===== src/inc/hostif_pkg.sv =====
// Shared constants, mode type and strap decoding for the host interface front end
// Assumes pins are sampled on mclk after a two-stage synchroniser
package hostif_pkg;

  // ----------------------------------------------------------------
  // Widths and synchroniser vector layout
  // ----------------------------------------------------------------
  localparam int DATA_W = 8;
  localparam int CNT_W = 4;
  localparam int FRAME_W = 9;
  localparam int SYNC_W = 16;
  localparam int IDX_DATA = 0;
  localparam int IDX_CS_N = 8;
  localparam int IDX_DC = 9;
  localparam int IDX_E_RD = 10;
  localparam int IDX_RW_WR = 11;
  localparam int IDX_INIT_N = 12;
  localparam int IDX_STRAP = 13;

  // ----------------------------------------------------------------
  // Data pin roles in serial and two-wire modes
  // ----------------------------------------------------------------
  localparam int PIN_SCLK = 0;
  localparam int PIN_SERIAL_DATA_IN = 1;
  localparam int PIN_SDA_OUT = 2;

  // ----------------------------------------------------------------
  // Strap codes, written {bit2, bit1, bit0}
  // ----------------------------------------------------------------
  localparam logic [2:0] STRAP_I2C = 3'h2;
  localparam logic [2:0] STRAP_SPI3 = 3'h1;
  localparam logic [2:0] STRAP_SPI4 = 3'h0;
  localparam logic [2:0] STRAP_PAR68 = 3'h4;
  localparam logic [2:0] STRAP_PAR80 = 3'h6;

  // ----------------------------------------------------------------
  // Frame counts, field positions and reset values
  // ----------------------------------------------------------------
  localparam logic [CNT_W-1:0] SPI4_LAST = 4'h7;
  localparam logic [CNT_W-1:0] SPI3_LAST = 4'h8;
  localparam logic [CNT_W-1:0] I2C_LAST = 4'h7;
  localparam int SPI3_DC_POS = 7;
  localparam int CTRL_CO_POS = 7;
  localparam int CTRL_DC_POS = 6;
  localparam logic [DATA_W-1:0] OE_ALL_OFF = 8'hFF;
  localparam logic [DATA_W-1:0] OE_ALL_ON = 8'h00;
  localparam logic [DATA_W-1:0] DATA_RESET = 8'h00;

  typedef enum logic [2:0] {
    mode_i2c, mode_spi3, mode_spi4, mode_par68, mode_par80, mode_none
  } mode_type;

  typedef enum logic [2:0] {
    st_idle, st_addr, st_addr_ack, st_ctrl, st_ctrl_ack, st_data, st_data_ack
  } i2c_state_type;

  function automatic mode_type decode_strap(input logic [2:0] code);
    mode_type m;
    m = mode_none;
    case (code)
      STRAP_I2C: m = mode_i2c;
      STRAP_SPI3: m = mode_spi3;
      STRAP_SPI4: m = mode_spi4;
      STRAP_PAR68: m = mode_par68;
      STRAP_PAR80: m = mode_par80;
      default: m = mode_none;
    endcase
    return m;
  endfunction : decode_strap

endpackage : hostif_pkg


===== src/logic/display_host_frontend.sv =====
// Host interface front end: strap decode, parallel and serial byte intake
// Assumes all pins are asynchronous to mclk and far slower than it
// What this block does
// - The three strap inputs select I2C, 3-wire, 4-wire, 68-style or 80-style host protocol.
// - While the init input is low all interface state returns to its defaults.
// - Host activity is taken only while chip select is low and ignored while it is high.
// - In parallel modes a written byte goes to display data when the selector is high, else command.
// - A received byte is display data, else command, when the selector is high in 4-wire mode or the leading bit is high in 3-wire mode.
// - In I2C mode the selector level is the lowest slave address bit the host must match.
// - In 68-style mode a cycle begins when the enable strobe rises with chip select low.
// - In 80-style mode a read starts when the read strobe goes low with chip select low.
// - In 80-style mode the direction pin is a write strobe; a write byte is taken when it returns high.
// - In parallel modes the eight data pins are driven on reads and sampled on writes.
// - In serial modes data line one is serial data and data line zero is the serial clock.
// - In I2C mode line two drives SDA, line one reads SDA and line zero is SCL.
`timescale 1ns/1ps
`default_nettype none
module display_host_frontend #(
  parameter logic [5:0] I2C_ADDR_HIGH = 6'h15
) (
  input wire logic mclk,
  input wire logic srst,
  input wire logic proto_sel_bit0,
  input wire logic proto_sel_bit1,
  input wire logic proto_sel_bit2,
  input wire logic chip_init_n,
  input wire logic chip_sel_n,
  input wire logic dc_sel,
  input wire logic strobe_e_rd,
  input wire logic strobe_rw_wr,
  input wire logic [hostif_pkg::DATA_W-1:0] pin_data_in,
  output logic [hostif_pkg::DATA_W-1:0] pin_data_out,
  output logic [hostif_pkg::DATA_W-1:0] pin_data_oe_n,
  input wire logic [hostif_pkg::DATA_W-1:0] rd_data,
  output logic rd_req,
  output logic byte_valid,
  output logic [hostif_pkg::DATA_W-1:0] byte_data,
  output logic byte_is_data,
  output var hostif_pkg::mode_type proto_mode,
  output logic init_active
);
  import hostif_pkg::*;

  // ----------------------------------------------------------------
  // Pin synchronisation and edge detection
  // ----------------------------------------------------------------
  logic [SYNC_W-1:0] pin_raw;
  logic [SYNC_W-1:0] syn;
  logic [SYNC_W-1:0] prev;
  logic [SYNC_W-1:0] next_prev;
  logic [DATA_W-1:0] bus_in;
  logic cs_on;
  logic dc;
  logic e_rd;
  logic rw_wr;
  logic sclk;
  logic serial_data_in;
  logic e_rise;
  logic e_fall;
  logic wr_rise;
  logic scl_rise;
  logic scl_fall;
  logic sda_fall;
  logic sda_rise;

  assign pin_raw = {proto_sel_bit2, proto_sel_bit1, proto_sel_bit0, chip_init_n,
                    strobe_rw_wr, strobe_e_rd, dc_sel, chip_sel_n, pin_data_in};

  pin_sync #(.WIDTH(SYNC_W)) u_sync (
    .mclk(mclk),
    .srst(srst),
    .din(pin_raw),
    .dout(syn)
  );

  assign bus_in = syn[IDX_DATA +: DATA_W];
  assign cs_on = ~syn[IDX_CS_N];
  assign dc = syn[IDX_DC];
  assign e_rd = syn[IDX_E_RD];
  assign rw_wr = syn[IDX_RW_WR];
  // clock on line zero, data on line one
  assign sclk = syn[PIN_SCLK];
  assign serial_data_in = syn[PIN_SERIAL_DATA_IN];
  assign e_rise = e_rd & ~prev[IDX_E_RD];
  assign e_fall = ~e_rd & prev[IDX_E_RD];
  assign wr_rise = rw_wr & ~prev[IDX_RW_WR];
  assign scl_rise = sclk & ~prev[PIN_SCLK];
  assign scl_fall = ~sclk & prev[PIN_SCLK];
  // start and stop seen on the SDA input line
  assign sda_fall = sclk & prev[PIN_SCLK] & ~serial_data_in & prev[PIN_SERIAL_DATA_IN];
  assign sda_rise = sclk & prev[PIN_SCLK] & serial_data_in & ~prev[PIN_SERIAL_DATA_IN];

  // ----------------------------------------------------------------
  // Reset, release guard and strap capture
  // ----------------------------------------------------------------
  logic rst_raw;
  logic rst_int;
  logic armed;
  logic next_armed;
  mode_type mode;
  mode_type next_mode;

  // init pin low holds the block in reset
  assign rst_raw = srst | ~syn[IDX_INIT_N];
  // Extra cycle lets the edge history fill with real pin levels
  assign rst_int = rst_raw | ~armed;
  assign init_active = rst_int;
  assign proto_mode = mode;

  always_comb begin
    next_prev = syn;
    next_armed = ~rst_raw;
    // straps taken while in reset, frozen afterwards
    next_mode = rst_int ? decode_strap(syn[IDX_STRAP +: 3]) : mode;
  end

  always_ff @(posedge mclk) begin
    if (srst) begin
      prev <= '0;
      armed <= 1'b0;
    end else begin
      prev <= next_prev;
      armed <= next_armed;
    end
    mode <= next_mode;
  end

  // ----------------------------------------------------------------
  // Serial bit collector
  // ----------------------------------------------------------------
  logic col_clear;
  logic col_shift;
  logic [FRAME_W-1:0] col_value;
  logic [CNT_W-1:0] col_count;
  logic [CNT_W-1:0] frame_last;
  logic [DATA_W-1:0] serial_byte;

  bit_collector #(.WIDTH(FRAME_W)) u_collect (
    .mclk(mclk),
    .srst(rst_int),
    .clear(col_clear),
    .shift(col_shift),
    .bit_in(serial_data_in),
    .value(col_value),
    .count(col_count)
  );

  assign serial_byte = {col_value[DATA_W-2:0], serial_data_in};
  assign frame_last = (mode == mode_spi3) ? SPI3_LAST : SPI4_LAST;

  // ----------------------------------------------------------------
  // Transfer logic for all protocols
  // ----------------------------------------------------------------
  i2c_state_type state;
  i2c_state_type next_state;
  logic ack_drive;
  logic next_ack;
  logic i2c_co;
  logic next_co;
  logic i2c_dc;
  logic next_i2c_dc;
  logic addr_match;
  logic next_byte_valid;
  logic [DATA_W-1:0] next_byte_data;
  logic next_byte_is_data;
  logic next_rd_req;
  logic [DATA_W-1:0] next_out;
  logic [DATA_W-1:0] next_oe_n;

  // selector pin supplies the address LSB, writes only
  assign addr_match = serial_byte[DATA_W-1:1] == {I2C_ADDR_HIGH, dc} && !serial_byte[0];

  always_comb begin
    next_byte_valid = 1'b0;
    next_byte_data = byte_data;
    next_byte_is_data = byte_is_data;
    next_rd_req = 1'b0;
    next_out = pin_data_out;
    next_oe_n = OE_ALL_OFF;
    next_state = state;
    next_ack = ack_drive;
    next_co = i2c_co;
    next_i2c_dc = i2c_dc;
    col_clear = 1'b0;
    col_shift = 1'b0;
    if (!cs_on) begin
      // deselected: drop any frame in progress
      col_clear = 1'b1;
      next_state = st_idle;
      next_ack = 1'b0;
    end else begin
      case (mode)
        mode_par68: begin
          // enable rise opens the cycle, direction high reads
          if (e_rise && rw_wr) begin
            next_rd_req = 1'b1;
          end
          // drive the bus for the whole read strobe
          if (e_rd && rw_wr) begin
            next_out = rd_data;
            next_oe_n = OE_ALL_ON;
          end
          // write byte taken as enable falls
          if (e_fall && !rw_wr) begin
            next_byte_valid = 1'b1;
            next_byte_data = bus_in;
            next_byte_is_data = dc;
          end
        end
        mode_par80: begin
          // read strobe low drives the bus
          if (!e_rd) begin
            next_out = rd_data;
            next_oe_n = OE_ALL_ON;
          end
          if (e_fall) begin
            next_rd_req = 1'b1;
          end
          // write byte taken as the write strobe returns high
          if (wr_rise) begin
            next_byte_valid = 1'b1;
            next_byte_data = bus_in;
            next_byte_is_data = dc;
          end
        end
        mode_spi4, mode_spi3: begin
          // sample on clock rise, selector or leading bit sets the path
          if (scl_rise) begin
            col_shift = 1'b1;
            if (col_count == frame_last) begin
              col_clear = 1'b1;
              next_byte_valid = 1'b1;
              next_byte_data = serial_byte;
              next_byte_is_data = (mode == mode_spi3) ? col_value[SPI3_DC_POS] : dc;
            end
          end
        end
        mode_i2c: begin
          if (sda_fall) begin
            col_clear = 1'b1;
            next_state = st_addr;
            next_ack = 1'b0;
          end else if (sda_rise) begin
            col_clear = 1'b1;
            next_state = st_idle;
            next_ack = 1'b0;
          end else begin
            case (state)
              st_addr, st_ctrl, st_data: begin
                if (scl_rise) begin
                  col_shift = 1'b1;
                  if (col_count == I2C_LAST) begin
                    col_clear = 1'b1;
                    if (state == st_addr) begin
                      // foreign address or read request is not answered
                      next_state = addr_match ? st_addr_ack : st_idle;
                    end else if (state == st_ctrl) begin
                      next_co = serial_byte[CTRL_CO_POS];
                      next_i2c_dc = serial_byte[CTRL_DC_POS];
                      next_state = st_ctrl_ack;
                    end else begin
                      next_byte_valid = 1'b1;
                      next_byte_data = serial_byte;
                      next_byte_is_data = i2c_dc;
                      next_state = st_data_ack;
                    end
                  end
                end
              end
              st_addr_ack, st_ctrl_ack, st_data_ack: begin
                // Pull SDA from the falling clock after bit 8 to the next fall
                if (scl_fall) begin
                  next_ack = ~ack_drive;
                  if (ack_drive) begin
                    if (state == st_addr_ack) begin
                      next_state = st_ctrl;
                    end else if (state == st_ctrl_ack) begin
                      next_state = st_data;
                    end else begin
                      next_state = i2c_co ? st_ctrl : st_data;
                    end
                  end
                end
              end
              default: begin
                next_ack = 1'b0;
              end
            endcase
          end
          // acknowledge goes out on line two only
          next_out[PIN_SDA_OUT] = 1'b0;
          next_oe_n[PIN_SDA_OUT] = ~next_ack;
        end
        default: begin
          next_state = st_idle;
        end
      endcase
    end
  end

  always_ff @(posedge mclk) begin
    // defaults while init or reset is active
    if (rst_int) begin
      byte_valid <= 1'b0;
      byte_data <= DATA_RESET;
      byte_is_data <= 1'b0;
      rd_req <= 1'b0;
      pin_data_out <= DATA_RESET;
      pin_data_oe_n <= OE_ALL_OFF;
      state <= st_idle;
      ack_drive <= 1'b0;
      i2c_co <= 1'b0;
      i2c_dc <= 1'b0;
    end else begin
      byte_valid <= next_byte_valid;
      byte_data <= next_byte_data;
      byte_is_data <= next_byte_is_data;
      rd_req <= next_rd_req;
      pin_data_out <= next_out;
      pin_data_oe_n <= next_oe_n;
      state <= next_state;
      ack_drive <= next_ack;
      i2c_co <= next_co;
      i2c_dc <= next_i2c_dc;
    end
  end

  // ----------------------------------------------------------------
  // Assertions
  // ----------------------------------------------------------------
  a_strap_frozen: assert property (
    @(posedge mclk) disable iff (srst) !rst_int |=> mode == $past(mode))
    else $error("protocol mode changed outside reset");

  a_init_defaults: assert property (
    @(posedge mclk) rst_int |=> !byte_valid && pin_data_oe_n == OE_ALL_OFF && state == st_idle)
    else $error("outputs not at defaults after init");

  a_cs_ignores: assert property (
    @(posedge mclk) disable iff (rst_int)
    !cs_on |=> !byte_valid && !rd_req && pin_data_oe_n == OE_ALL_OFF)
    else $error("activity while chip select high");

  a_par68_write: assert property (
    @(posedge mclk) disable iff (rst_int)
    mode == mode_par68 && cs_on && e_fall && !rw_wr
    |=> byte_valid && byte_data == $past(bus_in) && byte_is_data == $past(dc))
    else $error("68-style write byte wrong");

  a_par68_read: assert property (
    @(posedge mclk) disable iff (rst_int)
    mode == mode_par68 && cs_on && e_rise && rw_wr |=> rd_req ##1 !rd_req)
    else $error("68-style read start not a single pulse");

  a_par80_read: assert property (
    @(posedge mclk) disable iff (rst_int)
    mode == mode_par80 && cs_on && !e_rd
    |=> pin_data_oe_n == OE_ALL_ON && pin_data_out == $past(rd_data))
    else $error("80-style read does not drive the bus");

  a_par80_write: assert property (
    @(posedge mclk) disable iff (rst_int)
    mode == mode_par80 && cs_on && wr_rise |=> byte_valid && byte_data == $past(bus_in))
    else $error("80-style write byte missing");

  a_spi4_byte: assert property (
    @(posedge mclk) disable iff (rst_int)
    mode == mode_spi4 && cs_on && scl_rise && col_count == SPI4_LAST
    |=> byte_valid && byte_data == $past(serial_byte) && byte_is_data == $past(dc)
        ##1 col_count == 4'h0)
    else $error("4-wire byte not delivered on the eighth clock");

  a_i2c_addr: assert property (
    @(posedge mclk) disable iff (rst_int)
    mode == mode_i2c && cs_on && state == st_addr && scl_rise && col_count == I2C_LAST
    && !sda_fall && !sda_rise && !addr_match |=> state == st_idle [*2])
    else $error("foreign address was accepted");

  a_i2c_ack_line: assert property (
    @(posedge mclk) disable iff (rst_int)
    pin_data_oe_n[PIN_SDA_OUT] == 1'b0 && mode == mode_i2c
    |-> pin_data_out[PIN_SDA_OUT] == 1'b0 && pin_data_oe_n[DATA_W-1:PIN_SDA_OUT+1] == 5'h1F)
    else $error("acknowledge not on line two alone");

endmodule : display_host_frontend
`default_nettype wire


===== src/logic/pin_sync.sv =====
// Two-stage synchroniser for a vector of asynchronous pins
// Assumes each bit is an independent level; no word coherence is given
`timescale 1ns/1ps
`default_nettype none
module pin_sync #(
  parameter int WIDTH = hostif_pkg::SYNC_W
) (
  input wire logic mclk,
  input wire logic srst,
  input wire logic [WIDTH-1:0] din,
  output logic [WIDTH-1:0] dout
);
  import hostif_pkg::*;

  logic [WIDTH-1:0] stage1;

  generate
    if (WIDTH < 1) begin : g_bad
      $error("pin_sync: WIDTH must be at least one");
    end
  endgenerate

  // ----------------------------------------------------------------
  // One flip-flop pair per pin; stage1 feeds only the second stage
  // ----------------------------------------------------------------
  for (genvar i = 0; i < WIDTH; i++) begin : g_bit
    always_ff @(posedge mclk) begin
      if (srst) begin
        stage1[i] <= 1'b0;
        dout[i] <= 1'b0;
      end else begin
        stage1[i] <= din[i];
        dout[i] <= stage1[i];
      end
    end
  end

  a_sync_latency: assert property (@(posedge mclk) disable iff (srst)
    !$past(srst) && !$past(srst, 2) |-> dout == $past(din, 2))
    else $error("synchroniser output is not the input two cycles back");

endmodule : pin_sync
`default_nettype wire


===== src/logic/bit_collector.sv =====
// Serial bit collector: shifts bits in MSB first and counts them
// Assumes clear and shift come from logic on mclk; clear wins over shift
`timescale 1ns/1ps
`default_nettype none
module bit_collector #(
  parameter int WIDTH = hostif_pkg::FRAME_W
) (
  input wire logic mclk,
  input wire logic srst,
  input wire logic clear,
  input wire logic shift,
  input wire logic bit_in,
  output logic [WIDTH-1:0] value,
  output logic [hostif_pkg::CNT_W-1:0] count
);
  import hostif_pkg::*;

  logic [WIDTH-1:0] next_value;
  logic [CNT_W-1:0] next_count;

  generate
    if (WIDTH < 2 || WIDTH > 15) begin : g_bad
      $error("bit_collector: WIDTH must lie between 2 and 15");
    end
  endgenerate

  always_comb begin
    next_value = value;
    next_count = count;
    if (clear) begin
      next_value = '0;
      next_count = '0;
    end else if (shift) begin
      next_value = {value[WIDTH-2:0], bit_in};
      next_count = count + 4'h1;
    end
  end

  always_ff @(posedge mclk) begin
    if (srst) begin
      value <= '0;
      count <= '0;
    end else begin
      value <= next_value;
      count <= next_count;
    end
  end

  a_count_steps: assert property (@(posedge mclk) disable iff (srst)
    shift && !clear |=> count == $past(count) + 4'h1 && value[0] == $past(bit_in))
    else $error("collector did not advance on shift");

endmodule : bit_collector
`default_nettype wire


===== config.mk =====
export PLATFORM = sky130hd
export DESIGN_NAME = display_host_frontend
export DESIGN_NICKNAME = d
export VERILOG_FILES = /design/src/inc/hostif_pkg.sv /design/src/logic/display_host_frontend.sv /design/src/logic/pin_sync.sv /design/src/logic/bit_collector.sv
export SDC_FILE = /design/constraint.sdc
export NUM_CORES = 1
export LEC_CHECK = 0
export ABC_AREA = 1
export BUFFER_PORTS_ARGS = -buffer_cell sky130_fd_sc_hd__buf_2
export CORE_ASPECT_RATIO = 2
export CORE_MARGIN = 1
export CORE_UTILIZATION = 55
export DETAILED_ROUTE_END_ITERATION = 6
export PLACE_DENSITY = 0.78
export SETUP_SLACK_MARGIN = 0.5
export SLEW_MARGIN = 20
export SYNTH_ARGS = -nofsm -noshare
export SYNTH_HDL_FRONTEND = slang
export SYNTH_SLANG_ARGS = --single-unit

===== constraint.sdc =====
create_clock -name mclk -period 3 [get_ports mclk]
set_input_delay 0.3 -clock mclk [delete_from_list [all_inputs] [get_ports mclk]]
set_output_delay 0.3 -clock mclk [all_outputs]
set_load 0.02 [all_outputs]

---- Word level (Yosys, flattened, before mapping) ----
Index checks and enable logic that the tools add are counted.
W data, S select, Z words.
storage, ports and cells
  register bits after elaboration ......... 93
  bits of input ports ..................... 26
  word-level logic and storage cells ...... 220
cells by class
  add/subtract/negate cells ............... 1
  equal/unequal tests ..................... 35
  mux-type cells .......................... 85
  bitwise gates (word level) .............. 29
  reductions and logical operators ........ 22
operators with widths
  cell                  count
  $mux W8               15
  $mux W1               41
  $pmux W8 S4           1
  $mux W3               10
  $ne A2 B2 Y1 const B  12
  $ne A5 B5 Y1 const B  4
  $pmux W5 S2           2
  $eq A3 B3 Y1 const B  6
  $not A1 Y1            17
  $eq A3 B2 Y1 const B  5
  $pmux W3 S5           1
  $reduce_and A13 Y1    1
  $pmux W3 S2           2
  $and A1 B1 Y1         10
  $eq A3 B1 Y1 const B  3
  $reduce_and A9 Y1     1
  $pmux W1 S2           4
  $pmux W1 S4           2
  $pmux W2 S2           2
  $reduce_and A4 Y1     2
  $eq A7 B6 Y1          1
  $logic_not A3 Y1      2
  $pmux W1 S3           2
  $reduce_and A6 Y1     1
  other kinds (16)      25

---- Logic depth before layout (Yosys ltp) ----
  depth after elaboration ................. 10
  mapped depth ............................ 11
  gate-level depth less buffers ........... 11

---- Modules after synthesis ----
Synthesis repeated with hierarchy kept, for this count alone.
unflattened totals
  cells, all modules ...................... 452
  area, all modules ....................... 3,323.2 um^2
modules (own cells, without submodules)
  module                 instances  cells an instance  area each (um^2)  seq. area each (um^2)
  display_host_frontend  1          292                1,931.9           730.7
  pin_sync               1          99                 914.6             640.6
  bit_collector          1          61                 476.7             260.2

---- Worst setup path after synthesis ----
OpenSTA, ideal clock, no wires.
  kind .................................... register to register
  start ................................... register mode[2], in the netlist proto_mode[2]
  end ..................................... register byte_data[0] (netlist name)
  setup time .............................. 113 ps
  data arrival time ....................... 1,481 ps
  data required time ...................... 2,887 ps
  setup slack ............................. 1,406 ps
  cell stages (with the launch flop) ...... 10
  buffers on the path ..................... 2
  clock period less this slack ............ 1,594 ps
  path through ............................ edfxtp_1 buf_6 clkinv_2 nand2_4 buf_8 nor2_4 a21boi_4 nor2_8 nor2_1 nor2_1
between the ends
  word-level cells in the longest chain between the ends .. 5
  elaborated cells between the ends (all ways) .. 22
  classes of those cells .................. 16 x eq/ne; 2 x mux; 4 x reduce/logical
RTL lines
  element                       line                                                        RTL
  start, declared               display_host_frontend.sv:100                                mode_type mode;
  start signal, assigned        display_host_frontend.sv:125                                mode <= next_mode;
  $eq A3 B1 Y1                  display_host_frontend.sv:149, display_host_frontend.sv:192
  $mux W4                       display_host_frontend.sv:149                                assign frame_last = (mode == mode_spi3) ? SPI3_LAST : SPI4_LAST;
  $eq A4 B4 Y1                  display_host_frontend.sv:230                                if (col_count == frame_last) begin
  $ne A2 B2 Y1 (no line)        -
  $reduce_and A13 Y1 (no line)  -
  end signal, assigned          display_host_frontend.sv:316                                byte_data <= next_byte_data;
  end, declared                 display_host_frontend.sv:37                                 output logic [hostif_pkg::DATA_W-1:0] byte_data,
Parallel ways exist; a longest one is shown, timed or not.
A chain may end at the register's enable or synchronous reset.

---- Final worst setup path ----
  start ................................... register mode[2], in the netlist proto_mode[2]
  end ..................................... register u_collect.value[7]
between the ends
  word-level cells in the longest chain between the ends .. 8
  elaborated cells between the ends (all ways) .. 13
  classes of those cells .................. 3 x eq/ne; 7 x mux; 3 x reduce/logical
RTL lines
  element                     line                                                        RTL
  $eq A3 B1 Y1                display_host_frontend.sv:149, display_host_frontend.sv:192
  $mux W4                     display_host_frontend.sv:149
  $eq A4 B4 Y1                display_host_frontend.sv:230
  $mux W1                     display_host_frontend.sv:230
  $mux W1                     display_host_frontend.sv:228                                if (scl_rise) begin
  $pmux W1 S2                 display_host_frontend.sv:192                                case (mode)
  $mux W1                     display_host_frontend.sv:186                                if (!cs_on) begin
  $reduce_or A2 Y1 (no line)  -
  end signal, assigned        bit_collector.sv:44                                         value <= next_value;
  end, declared               bit_collector.sv:13                                         output logic [WIDTH-1:0] value,
Parallel ways exist; a longest one is shown, timed or not.

==> flow_summary.toml <==
[drt]
via_per_inst = 4.733
drtIter0Drc = 96
dr.pass1.iters = 4
drc_errors = 0
ant_nets = 0
totalWireLength_um = 6790
vias = 2859
wl_per_cell_um = 11.24

[cts]
cts-resized-gates = 0
tritoncts = "yes"
clk_latency_ps = 340
clk_pin_slew_ps = 60
cts.sinks = 79
numCtsBuffers = 9
clockRootBuffer = "clkbuf_16"
htree_levels = 3
post_cts_buffers = 0
ctsLongestPathBuffers = 2
cts_hold_repair.buffers = 0

[setup_path]
worstSetupPathType = "flip-flop to flip-flop"
worstPathArrival_ps = 2170
crit_end = "u_collect.value[7]$_SDFFE_PP0P_"
critical_path_buf_inv_count = 1
cp_data_required_time_ps = 3260
crit_start = "proto_mode[2]$_DFFE_PP_"
crit_path_max_incr_delay_ps = 600
crit_family = "simple AND/OR/NAND/NOR gates"
start_kind = "flip-flop"
timing.rr.start = "proto_mode[2]$_DFFE_PP_"
crit_path_cell_trace = "clkinv_2 > nand2_4 > nor3_4 > o21ai_2 > or2_2 > a21oi_1"
r2r_end = "u_collect.value[7]$_SDFFE_PP0P_"
cp_slowest_cell = "edfxtp_1"
end_kind = "flip-flop"
cp_max_fo = 22
cp.depth = 6
rr_worst_depth = 6
rrSetupSlack_ps = 1090

[timing]
period_needed_ps = 1905
rsz0062_at_grt = "no"
finalSetupTns_ps = 0
slew_headroom_pct = 51.89
whs_ps = 161.1
max_freq_ghz = 0.5249
hold_violations = 0
finalClockSkew_ps = 5.268
slew_violations = 0
finalCritPeriodShare_pct = 63.50
layout_setup_ws_ps = 1095
worst_pin_slew_ps = 721.5
setup_viol = 0

[place]
placed_area_mm2 = 0.003775
post-place-ws_ps = 1115
place_congestion = 0.9306
io_buffer_count = 56
hpwl_um = 5236

[floorplan]
ios = 57
die_w_um = 58.49
die_h_um = 115.0
core_region_area_mm2 = 0.006056
fp.dieArea_mm2 = 0.006724
rows = 40
initial_core_util_pct = 57.95

[synthesis]
synth_flop_cell = "dfxtp_1"
synth-async-reset-ratio_pct = 0
syn_avg_cell_area_um2 = 7.564
synth_seq_cells = 79
ys_warn_count = 0
syn_inst = 464
synth_cell_type_count = 39
ys_seq_area_share_pct = 45.92
syn_nets = 491
synthesis.area_mm2 = 0.003510
synth_edf_count = 3

[grt]
grt_pass1_wl_um = 11390
grt_use_total_pct = 22.64
antenna_found_initial = 0
grt_max_degree = 37
grt_overflow_total = 0
first_global_vias = 2743

[pwr]
max-vdd-ir-drop_v = 0.0005267
power_density_mw_per_mm2 = 561.3
p_leak_nw = 1.715

[flow_run]
max_cap_violations = 0

[cells_and_area]
final_net_count = 542
fill_cells = 542
drive_gt1_share_pct = 21.73
diodes = 0
area_growth_pct = 15.65
fin_area_mm2 = 0.004059

[min_path]
hold_path_class = "primary input to flip-flop"

[run_status]
status = "finished, final reports clean"
cell usage after synthesis (4+ instances only):
cell type,instances,area (um^2)
dfxtp_1,76,1521
nand2_4,4,45.04
nand3_2,5,50.05
nor2_1,86,322.8
nor2_4,7,78.83
buf_4,7,52.55
inv_2,5,18.77
inv_1,72,270.3
nor3_1,4,20.02
nand2_2,4,25.02
nand2_1,80,300.3
or2_0,7,43.79
a21oi_1,19,95.09
nand3_1,23,115.1
o21ai_0,22,110.1
worst min-delay path by stage:
stage                                startpoint                     endpoint  slack, ps  cells past startpoint
floorplan           u_sync.stage1[0]$_SDFF_PP0_    u_sync.dout[0]$_SDFF_PP0_        390                      2
global route                     pin_data_in[6]  u_sync.stage1[6]$_SDFF_PP0_        160                      3
finish                           pin_data_in[4]  u_sync.stage1[4]$_SDFF_PP0_        160                      3
CTS                              pin_data_in[7]  u_sync.stage1[7]$_SDFF_PP0_        150                      3
global placement    u_sync.stage1[4]$_SDFF_PP0_    u_sync.dout[4]$_SDFF_PP0_        390                      2
detailed placement  u_sync.stage1[5]$_SDFF_PP0_    u_sync.dout[5]$_SDFF_PP0_        390                      2
logic make-up (layout without fill, tap and decap cells):
| family | count (synthesis) | after routing | synth area share, % |
|---|---|---|---|
| buffers and inverters | 96 | 152 | 12.26 |
| adders and majority gates | 1 | 1 | 0.3564 |
| and+or+nand+nor | 233 | 233 | 32.16 |
| DFF | 79 | 79 | 45.92 |
| AOI/OAI and AO/OA | 53 | 53 | 8.806 |
| xor gates and xnor gates | 2 | 2 | 0.4992 |
area by class of cell:
class	count	area (um^2)	area share [%]
Multi-Input combinational cell	289	1468	36.16
Timing Repair Buffer	57	287.8	7.090
Inverter	79	302.8	7.460
Tap cell	84	105.1	2.589
Clock inverter	6	55.05	1.356
Clock buffer	10	229.0	5.641
Sequential cell	79	1612	39.70
power breakdown:
part	internal [mW]	switching (mW)
Combinational	0.0612	0.114
Clock	0.574	0.434
Sequential	1.08	0.0152
Total	1.72	0.563
sequential cells by signal, indices dropped and copies added, names as in the netlist, 2 cells and up:
signal           count
pin_data_oe_n        2
u_collect.value      8
u_sync.dout         16
pin_data_out         8
byte_data            8
u_collect.count      4
u_sync.stage1       16
state                3
proto_mode           3
prev                 4
stage by stage:
step / cells / util [%] / power (mW)
after floorplan: 464 / - / 1.255
after global placement: 588 / 62.33 / 1.287
after detailed placement: 588 / 62.33 / 1.294
after CTS: 604 / 67.02 / 2.306
after global routing: 604 / 67.02 / 2.366
final: 604 / 67.02 / 2.278
worst reg2reg max path, stage by stage, from the launching register on:
cell      delay [ps]
edfxtp_1         600
clkinv_2         170
nand2_4          150
nor3_4           190
o21ai_2          250
or2_2            350
a21oi_1          120
metal layers:
| layer | global-route usage, % | vias up | part of all wire (%) |
|---|---|---|---|
| met5 | 0 | - | 0 |
| met4 | 16.19 | 0 | 5.8 |
| met3 | 6.524 | 24 | 3.4 |
| met2 | 40.23 | 60 | 53 |
| met1 | 21.43 | 1257 | 37 |
| li1 | - | 1518 | - |
cell usage in the layout (no fill, tap or decap), drive strengths merged, types with 5 or more instances in the layout:
| cell | instances |
|---|---|
| nand3 | 28 |
| a21oi | 22 |
| buf | 57 |
| nand2 | 88 |
| dfxtp | 76 |
| nor3 | 5 |
| nor2 | 97 |
| clkinv | 6 |
| o21ai | 23 |
| inv | 79 |
| clkbuf | 10 |
| or2 | 10 |
No activity file was read; power rests on OpenSTA's default activity.
